[config.mk]
export PLATFORM = sky130hd
export DESIGN_NAME = reset_filter_and_watchdog
export DESIGN_NICKNAME = d
export VERILOG_FILES = /design/src/pkg/reset_wdt_pkg.sv /design/src/logic/reset_filter_and_watchdog.sv
export VERILOG_INCLUDE_DIRS = /design/src /design/src/pkg
export SDC_FILE = /design/constraint.sdc
export NUM_CORES = 1
export LEC_CHECK = 0
export BUFFER_PORTS_ARGS = -buffer_cell sky130_fd_sc_hd__buf_2
export CORE_AREA = 4 4 135 137
export CTS_BUF_LIST = sky130_fd_sc_hd__clkbuf_8 sky130_fd_sc_hd__clkbuf_16
export DETAILED_ROUTE_END_ITERATION = 6
export DIE_AREA = 0 0 139 141
export GPL_TIMING_DRIVEN = 0
export PLACE_DENSITY_LB_ADDON = 0.15
export SYNTH_ARGS = -nofsm -noshare
export SYNTH_HDL_FRONTEND = slang
export SYNTH_SLANG_ARGS = --single-unit
[constraint.sdc]
create_clock -name i_clock -period 5.1 [get_ports i_clock]
set_input_delay 0.51 -clock i_clock [delete_from_list [all_inputs] [get_ports i_clock]]
set_output_delay 0.51 -clock i_clock [all_outputs]
set_load 0.02 [all_outputs]
[src/pkg/reset_wdt_map.svh]
/*
  Register offsets, reset values, field positions and cycle counts for the
  reset filter and watchdog block.
  Assumes one clock that is the crystal clock; counts are in crystal periods.
*/
`ifndef RESET_WDT_MAP_SVH
`define RESET_WDT_MAP_SVH

// ----------------------------------------------------------------------
// Register map
// ----------------------------------------------------------------------
`define RW_BANK_F        4'hF
`define RW_CFG_ADDR      8'h0F
`define RW_STAT_ADDR     8'h0E
`define RW_CFG_RESET     5'h0D
`define RW_ST_EN_BIT     0
`define RW_ST_OPEN_BIT   1
`define RW_ST_WDCAUSE_BIT 2

// ----------------------------------------------------------------------
// Timing counts, in crystal periods (tap ends in watchdog counter ticks), and the reset vector
// ----------------------------------------------------------------------
`define RW_FILTER_CYC    8'h04
`define RW_DETECT_CYC    8'h04
`define RW_HOLD_CYC      8'h12
`define RW_START_CYC     8'h07
`define RW_WINDOW_CYC    6'h3C
`define RW_TAP0_LAST     12'h0FF
`define RW_TAP1_LAST     12'h1FF
`define RW_TAP2_LAST     12'h3FF
`define RW_TAP3_LAST     12'hFFF
`define RW_RESET_VECTOR  16'h000C

`endif

[src/pkg/reset_wdt_pkg.sv]
/*
  Types shared by the reset filter and watchdog block: sequencer states,
  watchdog configuration layout and the register request carrier.
  Assumes the constants of reset_wdt_map.svh are included where needed.
*/
package reset_wdt_pkg;

  // ----------------------------------------------------------------------
  // Reset sequencer states, one-hot
  // ----------------------------------------------------------------------
  typedef enum logic [5:0] {
    ST_POR    = 6'b00_0001,
    ST_RUN    = 6'b00_0010,
    ST_FILTER = 6'b00_0100,
    ST_DETECT = 6'b00_1000,
    ST_HOLD   = 6'b01_0000,
    ST_START  = 6'b10_0000
  } seq_state_t;

  // Watchdog configuration, low five bits of the mode register
  typedef struct packed {
    logic counter_clock_select;
    logic active_in_stop;
    logic active_in_halt;
    logic timeout_select_hi;
    logic timeout_select_lo;
  } wdt_cfg_t;

  // Register port request
  typedef struct packed {
    logic [3:0] bank;
    logic [7:0] addr;
    logic [7:0] wdata;
    logic       wr;
    logic       rd;
  } reg_req_t;

endpackage

[src/logic/reset_filter_and_watchdog.sv]
/*
  Reset filter, reset sequencer and watchdog timer of a small 8-bit core.
  Assumes: i_clock is the crystal clock; the reset pin and RC oscillator
  tick are asynchronous; refresh, halt, stop and register strobes come
  from core logic on i_clock. The pin is open drain, resolved outside.
*/
// Summary of operation
// - Execution starts 5 to 10 clocks after internal reset goes inactive.
// - First fetch after any reset is from address 000Ch.
// - Reset pin is synchronised to the clock before forming internal reset.
// - Four clocks after detection bring internal circuitry to reset.
// - Power-on timer holds reset and pulls the reset pin low.
// - Reset pin pulses shorter than four crystal periods are ignored.
// - Fifth clock latches reset; held 18 clocks or pin length, longer wins.
// - During reset data strobe stays low, address strobe toggles each clock.
// - Reset returns control registers to their defaults.
// - Watchdog is a retriggerable one-shot; run/halt timeout acts like a filtered pin reset.
// - First refresh enables watchdog, later ones restart; never disabled.
// - Mode bit 4 picks RC oscillator or crystal for the counter chain.
// - Refresh instruction updates zero, sign and overflow flags.
// - Mode register writable only 60 cycles after first instruction or stop recovery.
// - Mode register is write-only; reads give no contents.
// - Mode register sits at 0Fh of expanded bank F.
// - Time select taps give 256, 512, 1024 or 4096 clock periods.
// - After reset time select is high bit 0, low bit 1.
// - Mode register low bits reset to 01101.
// - Bit 2 keeps counting in halt, bit 3 keeps counting in stop.
// - Clock select 1 uses crystal, 0 uses RC oscillator.
// - Timeout in stop does not reset control registers.
`timescale 1ns/1ps
`include "reset_wdt_map.svh"

module reset_filter_and_watchdog #(
  parameter bit          HAS_POR_TIMER = 1'b1,
  parameter bit          PERMANENT_WDT = 1'b0,
  parameter logic [23:0] POR_HOLD_CYC  = 24'h00_1388
) (
  input  wire logic                    i_clock,
  input  wire logic                    i_rst,
  input  wire logic                    i_reset_pin_n,
  input  wire logic                    i_rc_osc,
  input  wire logic                    i_refresh,
  input  wire logic                    i_halt,
  input  wire logic                    i_stop,
  input  wire logic                    i_stop_exit,
  input  wire reset_wdt_pkg::reg_req_t i_bus,
  output logic [7:0]                   o_rdata,
  output logic                         o_core_reset_n,
  output logic                         o_ctrl_init,
  output logic                         o_fetch_start,
  output logic [15:0]                  o_fetch_addr,
  output logic                         o_data_strobe_n,
  output logic                         o_address_strobe_n,
  output logic                         o_flag_update,
  output logic                         o_stop_wake,
  output logic                         o_reset_pin_out,
  output logic                         o_reset_pin_oe
);
  import reset_wdt_pkg::*;

  // ----------------------------------------------------------------------
  // Input synchronisers
  // ----------------------------------------------------------------------
  logic pin_s1_q;
  logic pin_s2_q;
  logic rc_s1_q;
  logic rc_s2_q;
  logic rc_s3_q;
  logic pin_low;
  logic rc_edge;

  // Pin must pass two stages; reset only acts with the clock running
  always_ff @(posedge i_clock) begin
    if (i_rst) begin
      pin_s1_q <= 1'b1;
      pin_s2_q <= 1'b1;
    end else begin
      pin_s1_q <= i_reset_pin_n;
      pin_s2_q <= pin_s1_q;
    end
  end

  // RC oscillator edges seen only after the second stage
  always_ff @(posedge i_clock) begin
    if (i_rst) begin
      rc_s1_q <= 1'b0;
      rc_s2_q <= 1'b0;
      rc_s3_q <= 1'b0;
    end else begin
      rc_s1_q <= i_rc_osc;
      rc_s2_q <= rc_s1_q;
      rc_s3_q <= rc_s2_q;
    end
  end

  assign pin_low = ~pin_s2_q;
  assign rc_edge = rc_s2_q & ~rc_s3_q;

  // ----------------------------------------------------------------------
  // Reset sequencer
  // ----------------------------------------------------------------------
  seq_state_t  st_q;
  seq_state_t  st_d;
  logic [7:0]  cnt_q;
  logic [7:0]  cnt_d;
  logic [23:0] por_cnt_q;
  logic        wdt_rst;
  logic        in_reset_d;
  logic        start_done;

  // Next state; watchdog timeout outranks the pin filter
  always_comb begin
    st_d = st_q;
    cnt_d = cnt_q;
    case (st_q)
      ST_POR: begin
        if (por_cnt_q >= POR_HOLD_CYC - 24'h00_0001) begin
          st_d = ST_HOLD;
          cnt_d = 8'h00;
        end
      end
      ST_RUN: begin
        if (wdt_rst) begin
          st_d = ST_DETECT;
          cnt_d = 8'h00;
        end else if (pin_low) begin
          st_d = ST_FILTER;
          cnt_d = 8'h01;
        end
      end
      ST_FILTER: begin
        if (wdt_rst) begin
          st_d = ST_DETECT;
          cnt_d = 8'h00;
        end else if (!pin_low) begin
          st_d = ST_RUN;
        end else if (cnt_q == `RW_FILTER_CYC - 8'h01) begin
          st_d = ST_DETECT;
          cnt_d = 8'h00;
        end else begin
          cnt_d = cnt_q + 8'h01;
        end
      end
      ST_DETECT: begin
        // Four clocks of circuit reset, latch on the fifth
        if (cnt_q == `RW_DETECT_CYC - 8'h01) begin
          st_d = ST_HOLD;
          cnt_d = 8'h00;
        end else begin
          cnt_d = cnt_q + 8'h01;
        end
      end
      ST_HOLD: begin
        if (cnt_q < `RW_HOLD_CYC - 8'h01) begin
          cnt_d = cnt_q + 8'h01;
        end else if (!pin_low) begin
          st_d = ST_START;
          cnt_d = 8'h00;
        end
      end
      ST_START: begin
        // Pin activity here is caught by the filter once running
        if (cnt_q == `RW_START_CYC - 8'h01) begin
          st_d = ST_RUN;
          cnt_d = 8'h00;
        end else begin
          cnt_d = cnt_q + 8'h01;
        end
      end
      default: begin
        st_d = ST_HOLD;
        cnt_d = 8'h00;
      end
    endcase
  end

  assign in_reset_d = (st_d == ST_POR) || (st_d == ST_DETECT) || (st_d == ST_HOLD);
  assign start_done = (st_q == ST_START) && (st_d == ST_RUN);

  // State and step counter
  always_ff @(posedge i_clock) begin
    if (i_rst) begin
      st_q <= HAS_POR_TIMER ? ST_POR : ST_HOLD;
      cnt_q <= 8'h00;
    end else begin
      st_q <= st_d;
      cnt_q <= cnt_d;
    end
  end

  // Power-on hold counter; long, so a parameter sets it
  always_ff @(posedge i_clock) begin
    if (i_rst || st_q != ST_POR) begin
      por_cnt_q <= 24'h00_0000;
    end else begin
      por_cnt_q <= por_cnt_q + 24'h00_0001;
    end
  end

  // ----------------------------------------------------------------------
  // Reset outputs and strobes
  // ----------------------------------------------------------------------
  always_ff @(posedge i_clock) begin
    if (i_rst) begin
      o_core_reset_n <= 1'b0;
      o_ctrl_init <= 1'b1;
      o_reset_pin_oe <= HAS_POR_TIMER;
      o_reset_pin_out <= 1'b0;
    end else begin
      o_core_reset_n <= !((st_d == ST_POR) || (st_d == ST_HOLD));
      o_ctrl_init <= in_reset_d;
      o_reset_pin_oe <= (st_d == ST_POR);
      o_reset_pin_out <= 1'b0;
    end
  end

  // Strobes idle high outside reset; the core drives its own otherwise
  always_ff @(posedge i_clock) begin
    if (i_rst) begin
      o_data_strobe_n <= 1'b0;
      o_address_strobe_n <= 1'b1;
    end else begin
      o_data_strobe_n <= !in_reset_d;
      o_address_strobe_n <= in_reset_d ? ~o_address_strobe_n : 1'b1;
    end
  end

  // Vector start pulse
  always_ff @(posedge i_clock) begin
    if (i_rst) begin
      o_fetch_start <= 1'b0;
      o_fetch_addr <= `RW_RESET_VECTOR;
    end else begin
      o_fetch_start <= start_done;
      o_fetch_addr <= `RW_RESET_VECTOR;
    end
  end

  // ----------------------------------------------------------------------
  // Watchdog counter
  // ----------------------------------------------------------------------
  wdt_cfg_t   cfg_q;
  logic       wdt_en_q;
  logic [11:0] wcnt_q;
  logic [11:0] tap_last;
  logic       tick;
  logic       gate;
  logic       running;
  logic       fire;
  logic       refresh_ok;

  assign refresh_ok = i_refresh && (st_q == ST_RUN);

  // Selected tap end
  always_comb begin
    case ({cfg_q.timeout_select_hi, cfg_q.timeout_select_lo})
      2'b00:   tap_last = `RW_TAP0_LAST;
      2'b01:   tap_last = `RW_TAP1_LAST;
      2'b10:   tap_last = `RW_TAP2_LAST;
      default: tap_last = `RW_TAP3_LAST;
    endcase
  end

  // Crystal counts every clock; RC counts its synchronised edges
  assign tick = cfg_q.counter_clock_select ? 1'b1 : rc_edge;
  assign gate = i_stop ? cfg_q.active_in_stop :
                i_halt ? cfg_q.active_in_halt : 1'b1;
  assign running = wdt_en_q && (st_q == ST_RUN) && gate && tick;
  assign fire = running && !refresh_ok && (wcnt_q == tap_last);
  assign wdt_rst = fire && !i_stop;

  // Enable latches for good; only power-on clears it
  always_ff @(posedge i_clock) begin
    if (i_rst) begin
      wdt_en_q <= PERMANENT_WDT;
    end else if (refresh_ok) begin
      wdt_en_q <= 1'b1;
    end
  end

  // One-shot count, restarted by refresh or any reset
  always_ff @(posedge i_clock) begin
    if (i_rst || st_q != ST_RUN || refresh_ok) begin
      wcnt_q <= 12'h000;
    end else if (running) begin
      wcnt_q <= fire ? 12'h000 : wcnt_q + 12'h001;
    end
  end

  // Flag update and stop wake pulses
  always_ff @(posedge i_clock) begin
    if (i_rst) begin
      o_flag_update <= 1'b0;
      o_stop_wake <= 1'b0;
    end else begin
      o_flag_update <= refresh_ok;
      o_stop_wake <= fire && i_stop;
    end
  end

  // ----------------------------------------------------------------------
  // Mode register and write window
  // ----------------------------------------------------------------------
  logic       win_open_q;
  logic [5:0] win_cnt_q;
  logic       cfg_hit;
  logic       stat_hit;
  logic       cfg_wr;
  logic       wd_cause_q;
  logic [7:0] status;

  assign cfg_hit = (i_bus.bank == `RW_BANK_F) && (i_bus.addr == `RW_CFG_ADDR);
  assign stat_hit = (i_bus.bank == `RW_BANK_F) && (i_bus.addr == `RW_STAT_ADDR);
  assign cfg_wr = i_bus.wr && cfg_hit && win_open_q && (st_q == ST_RUN);

  // Window opens at first instruction and at stop recovery
  always_ff @(posedge i_clock) begin
    if (i_rst || st_q != ST_RUN && !start_done) begin
      win_open_q <= 1'b0;
      win_cnt_q <= 6'h00;
    end else if (start_done || o_stop_wake || i_stop_exit) begin
      win_open_q <= 1'b1;
      win_cnt_q <= 6'h00;
    end else if (win_open_q) begin
      win_cnt_q <= win_cnt_q + 6'h01;
      win_open_q <= (win_cnt_q != `RW_WINDOW_CYC - 6'h01);
    end
  end

  // Defaults on every reset that clears control registers
  always_ff @(posedge i_clock) begin
    if (i_rst || st_q == ST_DETECT) begin
      cfg_q <= `RW_CFG_RESET;
    end else if (cfg_wr) begin
      cfg_q <= i_bus.wdata[4:0];
    end
  end

  // Remembers whether the last reset came from the watchdog
  always_ff @(posedge i_clock) begin
    if (i_rst) begin
      wd_cause_q <= 1'b0;
    end else if (wdt_rst) begin
      wd_cause_q <= 1'b1;
    end else if (st_q == ST_FILTER && st_d == ST_DETECT) begin
      wd_cause_q <= 1'b0;
    end
  end

  // Status word
  always_comb begin
    status = 8'h00;
    status[`RW_ST_EN_BIT] = wdt_en_q;
    status[`RW_ST_OPEN_BIT] = win_open_q;
    status[`RW_ST_WDCAUSE_BIT] = wd_cause_q;
  end

  // Read data one cycle later; mode register reads as zero
  always_ff @(posedge i_clock) begin
    if (i_rst) begin
      o_rdata <= 8'h00;
    end else if (i_bus.rd && stat_hit) begin
      o_rdata <= status;
    end else begin
      o_rdata <= 8'h00;
    end
  end

  // ----------------------------------------------------------------------
  // Assertions
  // ----------------------------------------------------------------------
  logic [7:0] low_cnt_q;

  // Length of the current internal reset, saturating
  always_ff @(posedge i_clock) begin
    if (i_rst || o_core_reset_n) begin
      low_cnt_q <= 8'h00;
    end else if (low_cnt_q != 8'hFF) begin
      low_cnt_q <= low_cnt_q + 8'h01;
    end
  end

  start_delay_a: assert property (@(posedge i_clock) disable iff (i_rst)
    $rose(o_core_reset_n) |-> ##[5:10] o_fetch_start)
    else $error("fetch not 5 to 10 clocks after reset release");

  fetch_vector_a: assert property (@(posedge i_clock) disable iff (i_rst)
    o_fetch_start |-> o_fetch_addr == `RW_RESET_VECTOR && o_core_reset_n)
    else $error("first fetch not at reset vector");

  short_pulse_a: assert property (@(posedge i_clock) disable iff (i_rst)
    (st_q == ST_FILTER && !pin_low && !wdt_rst) |=> st_q == ST_RUN && o_ctrl_init == 1'b0)
    else $error("short reset pulse not ignored");

  detect_len_a: assert property (@(posedge i_clock) disable iff (i_rst)
    $rose(st_q == ST_DETECT) |-> (st_q == ST_DETECT)[*4] ##1 !o_core_reset_n)
    else $error("detect phase not four clocks");

  hold_min_a: assert property (@(posedge i_clock) disable iff (i_rst)
    $rose(o_core_reset_n) |-> low_cnt_q >= `RW_HOLD_CYC && !$past(pin_low))
    else $error("internal reset released too early");

  reset_strobe_a: assert property (@(posedge i_clock) disable iff (i_rst)
    (!o_core_reset_n ##1 !o_core_reset_n) |->
      !o_data_strobe_n && o_address_strobe_n != $past(o_address_strobe_n))
    else $error("strobes wrong during reset");

  wdt_reset_a: assert property (@(posedge i_clock) disable iff (i_rst)
    wdt_rst |=> st_q == ST_DETECT ##5 !o_core_reset_n)
    else $error("watchdog timeout did not reset");

  refresh_a: assert property (@(posedge i_clock) disable iff (i_rst)
    refresh_ok |=> wcnt_q == 12'h000 && wdt_en_q && o_flag_update)
    else $error("refresh did not restart watchdog");

  cfg_lock_a: assert property (@(posedge i_clock) disable iff (i_rst)
    (i_bus.wr && cfg_hit && !win_open_q && st_q == ST_RUN) |=> cfg_q == $past(cfg_q))
    else $error("mode register changed after window");

  cfg_read_a: assert property (@(posedge i_clock) disable iff (i_rst)
    (i_bus.rd && cfg_hit) |=> o_rdata == 8'h00)
    else $error("mode register contents visible on read");

  stop_wake_a: assert property (@(posedge i_clock) disable iff (i_rst)
    (fire && i_stop) |=> st_q == ST_RUN && o_stop_wake && o_core_reset_n)
    else $error("stop timeout reset control registers");

endmodule // reset_filter_and_watchdog

==> results.txt <==
- Status: finished, final reports clean
- Combinational power share: 9.3%
* Fmax: 392 MHz
- Setup repair after global routing missed its margin: no
- Total length of routed wires: 9130 um
- Counting flops with a built-in enable in the synthesized netlist gives 0.
- CTS saw 80 sinks.
- Synth warn: 0
* Final #Nets: 544
- Clock-pin slew was measured on the worst setup and hold paths at 60 ps.
* Peak fanout along the critical path: 10
- Of the synthesized area, sequential elements account for about two fifths.
- STA puts the critical path data required time at ~5300 ps.
* Leading cell type in the layout, fill and taps excluded: sky130_fd_sc_hd__dfxtp_1
- For this design the total switching power over the nets is 354 uW.
- Largest net degree at the start of global routing: 14
- Setup total negative slack on the finished layout was measured at 0 ps.
* I/O Buffers: 36
- Leftover overflow at the end of global routing: 0
- The clock passes through at most 2 buffers.
* Arr. time, crit path: approximately 2700 ps
- Among all flip-flop cells after synthesis, the most frequent one is sky130_fd_sc_hd__dfxtp_1.
- STA classifies the critical path startpoint as a flip-flop.
* Synthesis-to-finish area growth: 21.3%
- The clock period could shrink to 2550 ps.
- In this run switching power makes up between 20% and 30% of total power.
- Top library cells by usage in the layout, fill and taps aside: sky130_fd_sc_hd__dfxtp_1 (80), sky130_fd_sc_hd__nor2_1 (51), sky130_fd_sc_hd__buf_2 (38)
* Post-CTS Hold Buffers: 0
- Cells along the critical path: buf_2, nor4_1, nand3b_1, nor4_1, nand2_1, o221ai_1, o311ai_0
- Number of rows created at floorplan: 48
- Synth async-reset ratio: 0%
- Share of cells above drive strength 1: 18.1%
- The worst hold path belongs to the class in -> reg.
* Class of the most critical setup path: reg -> reg
- Dividing the detail-routed wire length by the instance count gives 12.4 um.
- The clock network burns 43.8% of the power.
* Detail Placement HPWL: slightly below 7000 um
* Cell with the largest stage delay on the worst path: sky130_fd_sc_hd__nor4_1
* CP Capture Type: flip-flop
- First-pass GRT wire length: 15,500 um
- The number of global-route vias before repair was approximately 3,100.
- The number of slew-limit violations in the final report was 0.
- Across the VDD grid, the largest voltage drop is 0.000163 V.
* Clock tree from TritonCTS: built
- Vertical die dimension: 141 um
- H-tree depth: 3
- Non-filler cells in the finished layout: 738
* ANT cells: 0
- Cell count after placement: 722
- Drt pass-1 iters: 4
- Worst Max-Slew Pin Slew: 725 ps
- Global Route Usage Sum: 9.79%
* Number of cells produced by synthesis: 441
- Number of CTS-inserted buffers: 9
- With fillers left out, the area of the finished cells amounts to 4680 um2.
- For this design the top-level I/O count stands at 63.
- Weighted congestion reported at the end of routability-driven placement: 0.781
- In this run the horizontal extent of the chip is about 140 um.
- The final critical path takes up 50.0% of the cycle.
* Cell repeated most along the worst path: sky130_fd_sc_hd__nor4_1
* Cts repair resizes: 0
- The number of antenna violations at the first check in global routing was 0.
- Final setup violation count: 0
- The clock reaches the later pin of the worst-skew pair after 340 ps.
- The core region is around 17,000 um2.
* Internal power: roughly 1.0 mW
* Maxcap violations: 0
- In this design, the stage delay of the slowest critical-path cell is 570 ps.
- # Post-CTS Setup Buffers: 0
- In this run, distinct cell masters in the synthesized netlist total 60.
* Relative slew margins: 51.5%
* Initial Util: a little under a quarter
* Overall die area: just under 20,000 um2
* LEAKAGE: 1.78 nW
- For this design the ratio of total power to cell area is around 300 nW/um2.
- Total of flip-flops plus latches after synthesis: 80
- Across the routed clock network, the largest skew measured is 8.92 ps.
* Power share of the sequential group: 46.9%
- Number of violations reported at the end of detailed-routing iteration 0: approximately 110
- Synthesized area divided by synthesized cell count: roughly 8.7 um2
* Hold violation count in the final report: 0
- Summing all placed instances gives a cell area of 4400 um2.
- The detail route stage leaves a number of antenna-violating nets equal to 0.
- The routed layout has 3,180 vias.
- In the routed design, unresolved DRC markers number 0.
- In the routed layout, each cell is associated on average with a via count of about 4.3.
- CTS Root Cell: sky130_fd_sc_hd__clkbuf_16
- Cell area after synthesis: 3860 um2
per-stage QoR:
step                      util, %  setup WS, ps  hold slack [ps]  power (mW)
after floorplan                 -          2990              389       0.757
after global placement       25.8          2550              401       0.799
after detailed placement     25.8          2550              397       0.800
after CTS                    27.4          2520              355        1.43
after global routing         27.4          2110              352        1.47
final                        27.4          2550              368        1.40
state kept, by name, indices dropped and copies added, names as in the netlist, 3 cells and up:
name / count
st_q: 6
win_cnt_q: 6
por_cnt_q: 24
o_rdata: 3
cnt_q: 8
wcnt_q: 12
cfg_q: 5
routing by layer:
| layer | track usage [%] | wire [um] | vias up |
|---|---|---|---|
| met5 | 0 | 0 | - |
| met3 | 3.66 | 506 | 11 |
| met4 | 2.47 | 104 | 0 |
| met2 | 15.5 | 4070 | 55 |
| li1 | - | - | 1658 |
| met1 | 12.6 | 4450 | 1456 |
power groups by stage:
stage	sequential, mW	clock [mW]	combinational, mW
final	0.655	0.613	0.130
after global routing	0.657	0.669	0.146
after CTS	0.655	0.641	0.131
after floorplan	0.672	0	0.0844
after global placement	0.669	0	0.130
after detailed placement	0.669	0	0.131
kinds of logic (layout without fill, tap and decap cells):
family | count (synthesis) | count (layout) | share of synthesized area, %
flip-flops | 80 | 80 | 41.5
multiplexers | 6 | 6 | 1.56
XOR/XNOR | 37 | 37 | 8.40
adder cells (fa/ha/maj) | 6 | 6 | 1.95
AO/OA/AOI/OAI | 57 | 57 | 10.8
buffers and inverters | 40 | 92 | 6.10
AND/OR/NAND/NOR | 213 | 213 | 29.5
other | 2 | 22 | 0.195
Yosys cell counts, types with 7 or more instances:
master | n | share of area, %
sky130_fd_sc_hd__a21oi_1 | 16 | 2.1
sky130_fd_sc_hd__and2_1 | 7 | 1.1
sky130_fd_sc_hd__and3_1 | 8 | 1.3
sky130_fd_sc_hd__buf_4 | 22 | 4.3
sky130_fd_sc_hd__clkbuf_1 | 9 | 0.88
sky130_fd_sc_hd__dfxtp_1 | 80 | 42
sky130_fd_sc_hd__nand2_1 | 31 | 3.0
sky130_fd_sc_hd__nand3_1 | 28 | 3.6
sky130_fd_sc_hd__nand4_1 | 13 | 2.1
sky130_fd_sc_hd__nor2_1 | 51 | 5.0
sky130_fd_sc_hd__nor2b_1 | 11 | 1.8
sky130_fd_sc_hd__nor3_1 | 16 | 2.1
sky130_fd_sc_hd__nor4_1 | 10 | 1.6
sky130_fd_sc_hd__o21ai_0 | 11 | 1.4
sky130_fd_sc_hd__xnor2_1 | 13 | 3.0
sky130_fd_sc_hd__xor2_1 | 24 | 5.4
area by class of cell:
| type | instances | area (um2) |
|---|---|---|
| buffer | 34 | 213 |
| inverter | 6 | 22.5 |
| timing repair buffer | 36 | 180 |
| tap | 225 | 282 |
| sequential | 80 | 1600 |
| fill | 1857 | 12400 |
| clock inverter | 5 | 31.3 |
| clock buffer | 11 | 253 |
| multi-input combinational | 341 | 2100 |
critical path, delay by kind of cell, from the launching register on:
kind	cells	cell delay, ps
AO/OA/AOI/OAI	2	540
buffers and inverters	1	170
AND/OR/NAND/NOR	4	1390
flip-flops	1	290
final timing paths:
check	from	endpoint	slack [ps]	cells past startpoint
worst min-delay path	i_reset_pin_n	pin_s1_q	370	2
worst max register to register	st_q[2]	o_address_strobe_n	2550	7
worst min register to register	pin_s1_q	pin_s2_q	410	1
worst max-delay path	st_q[2]	o_address_strobe_n	2550	7
Power figures use the tool's default switching activity.
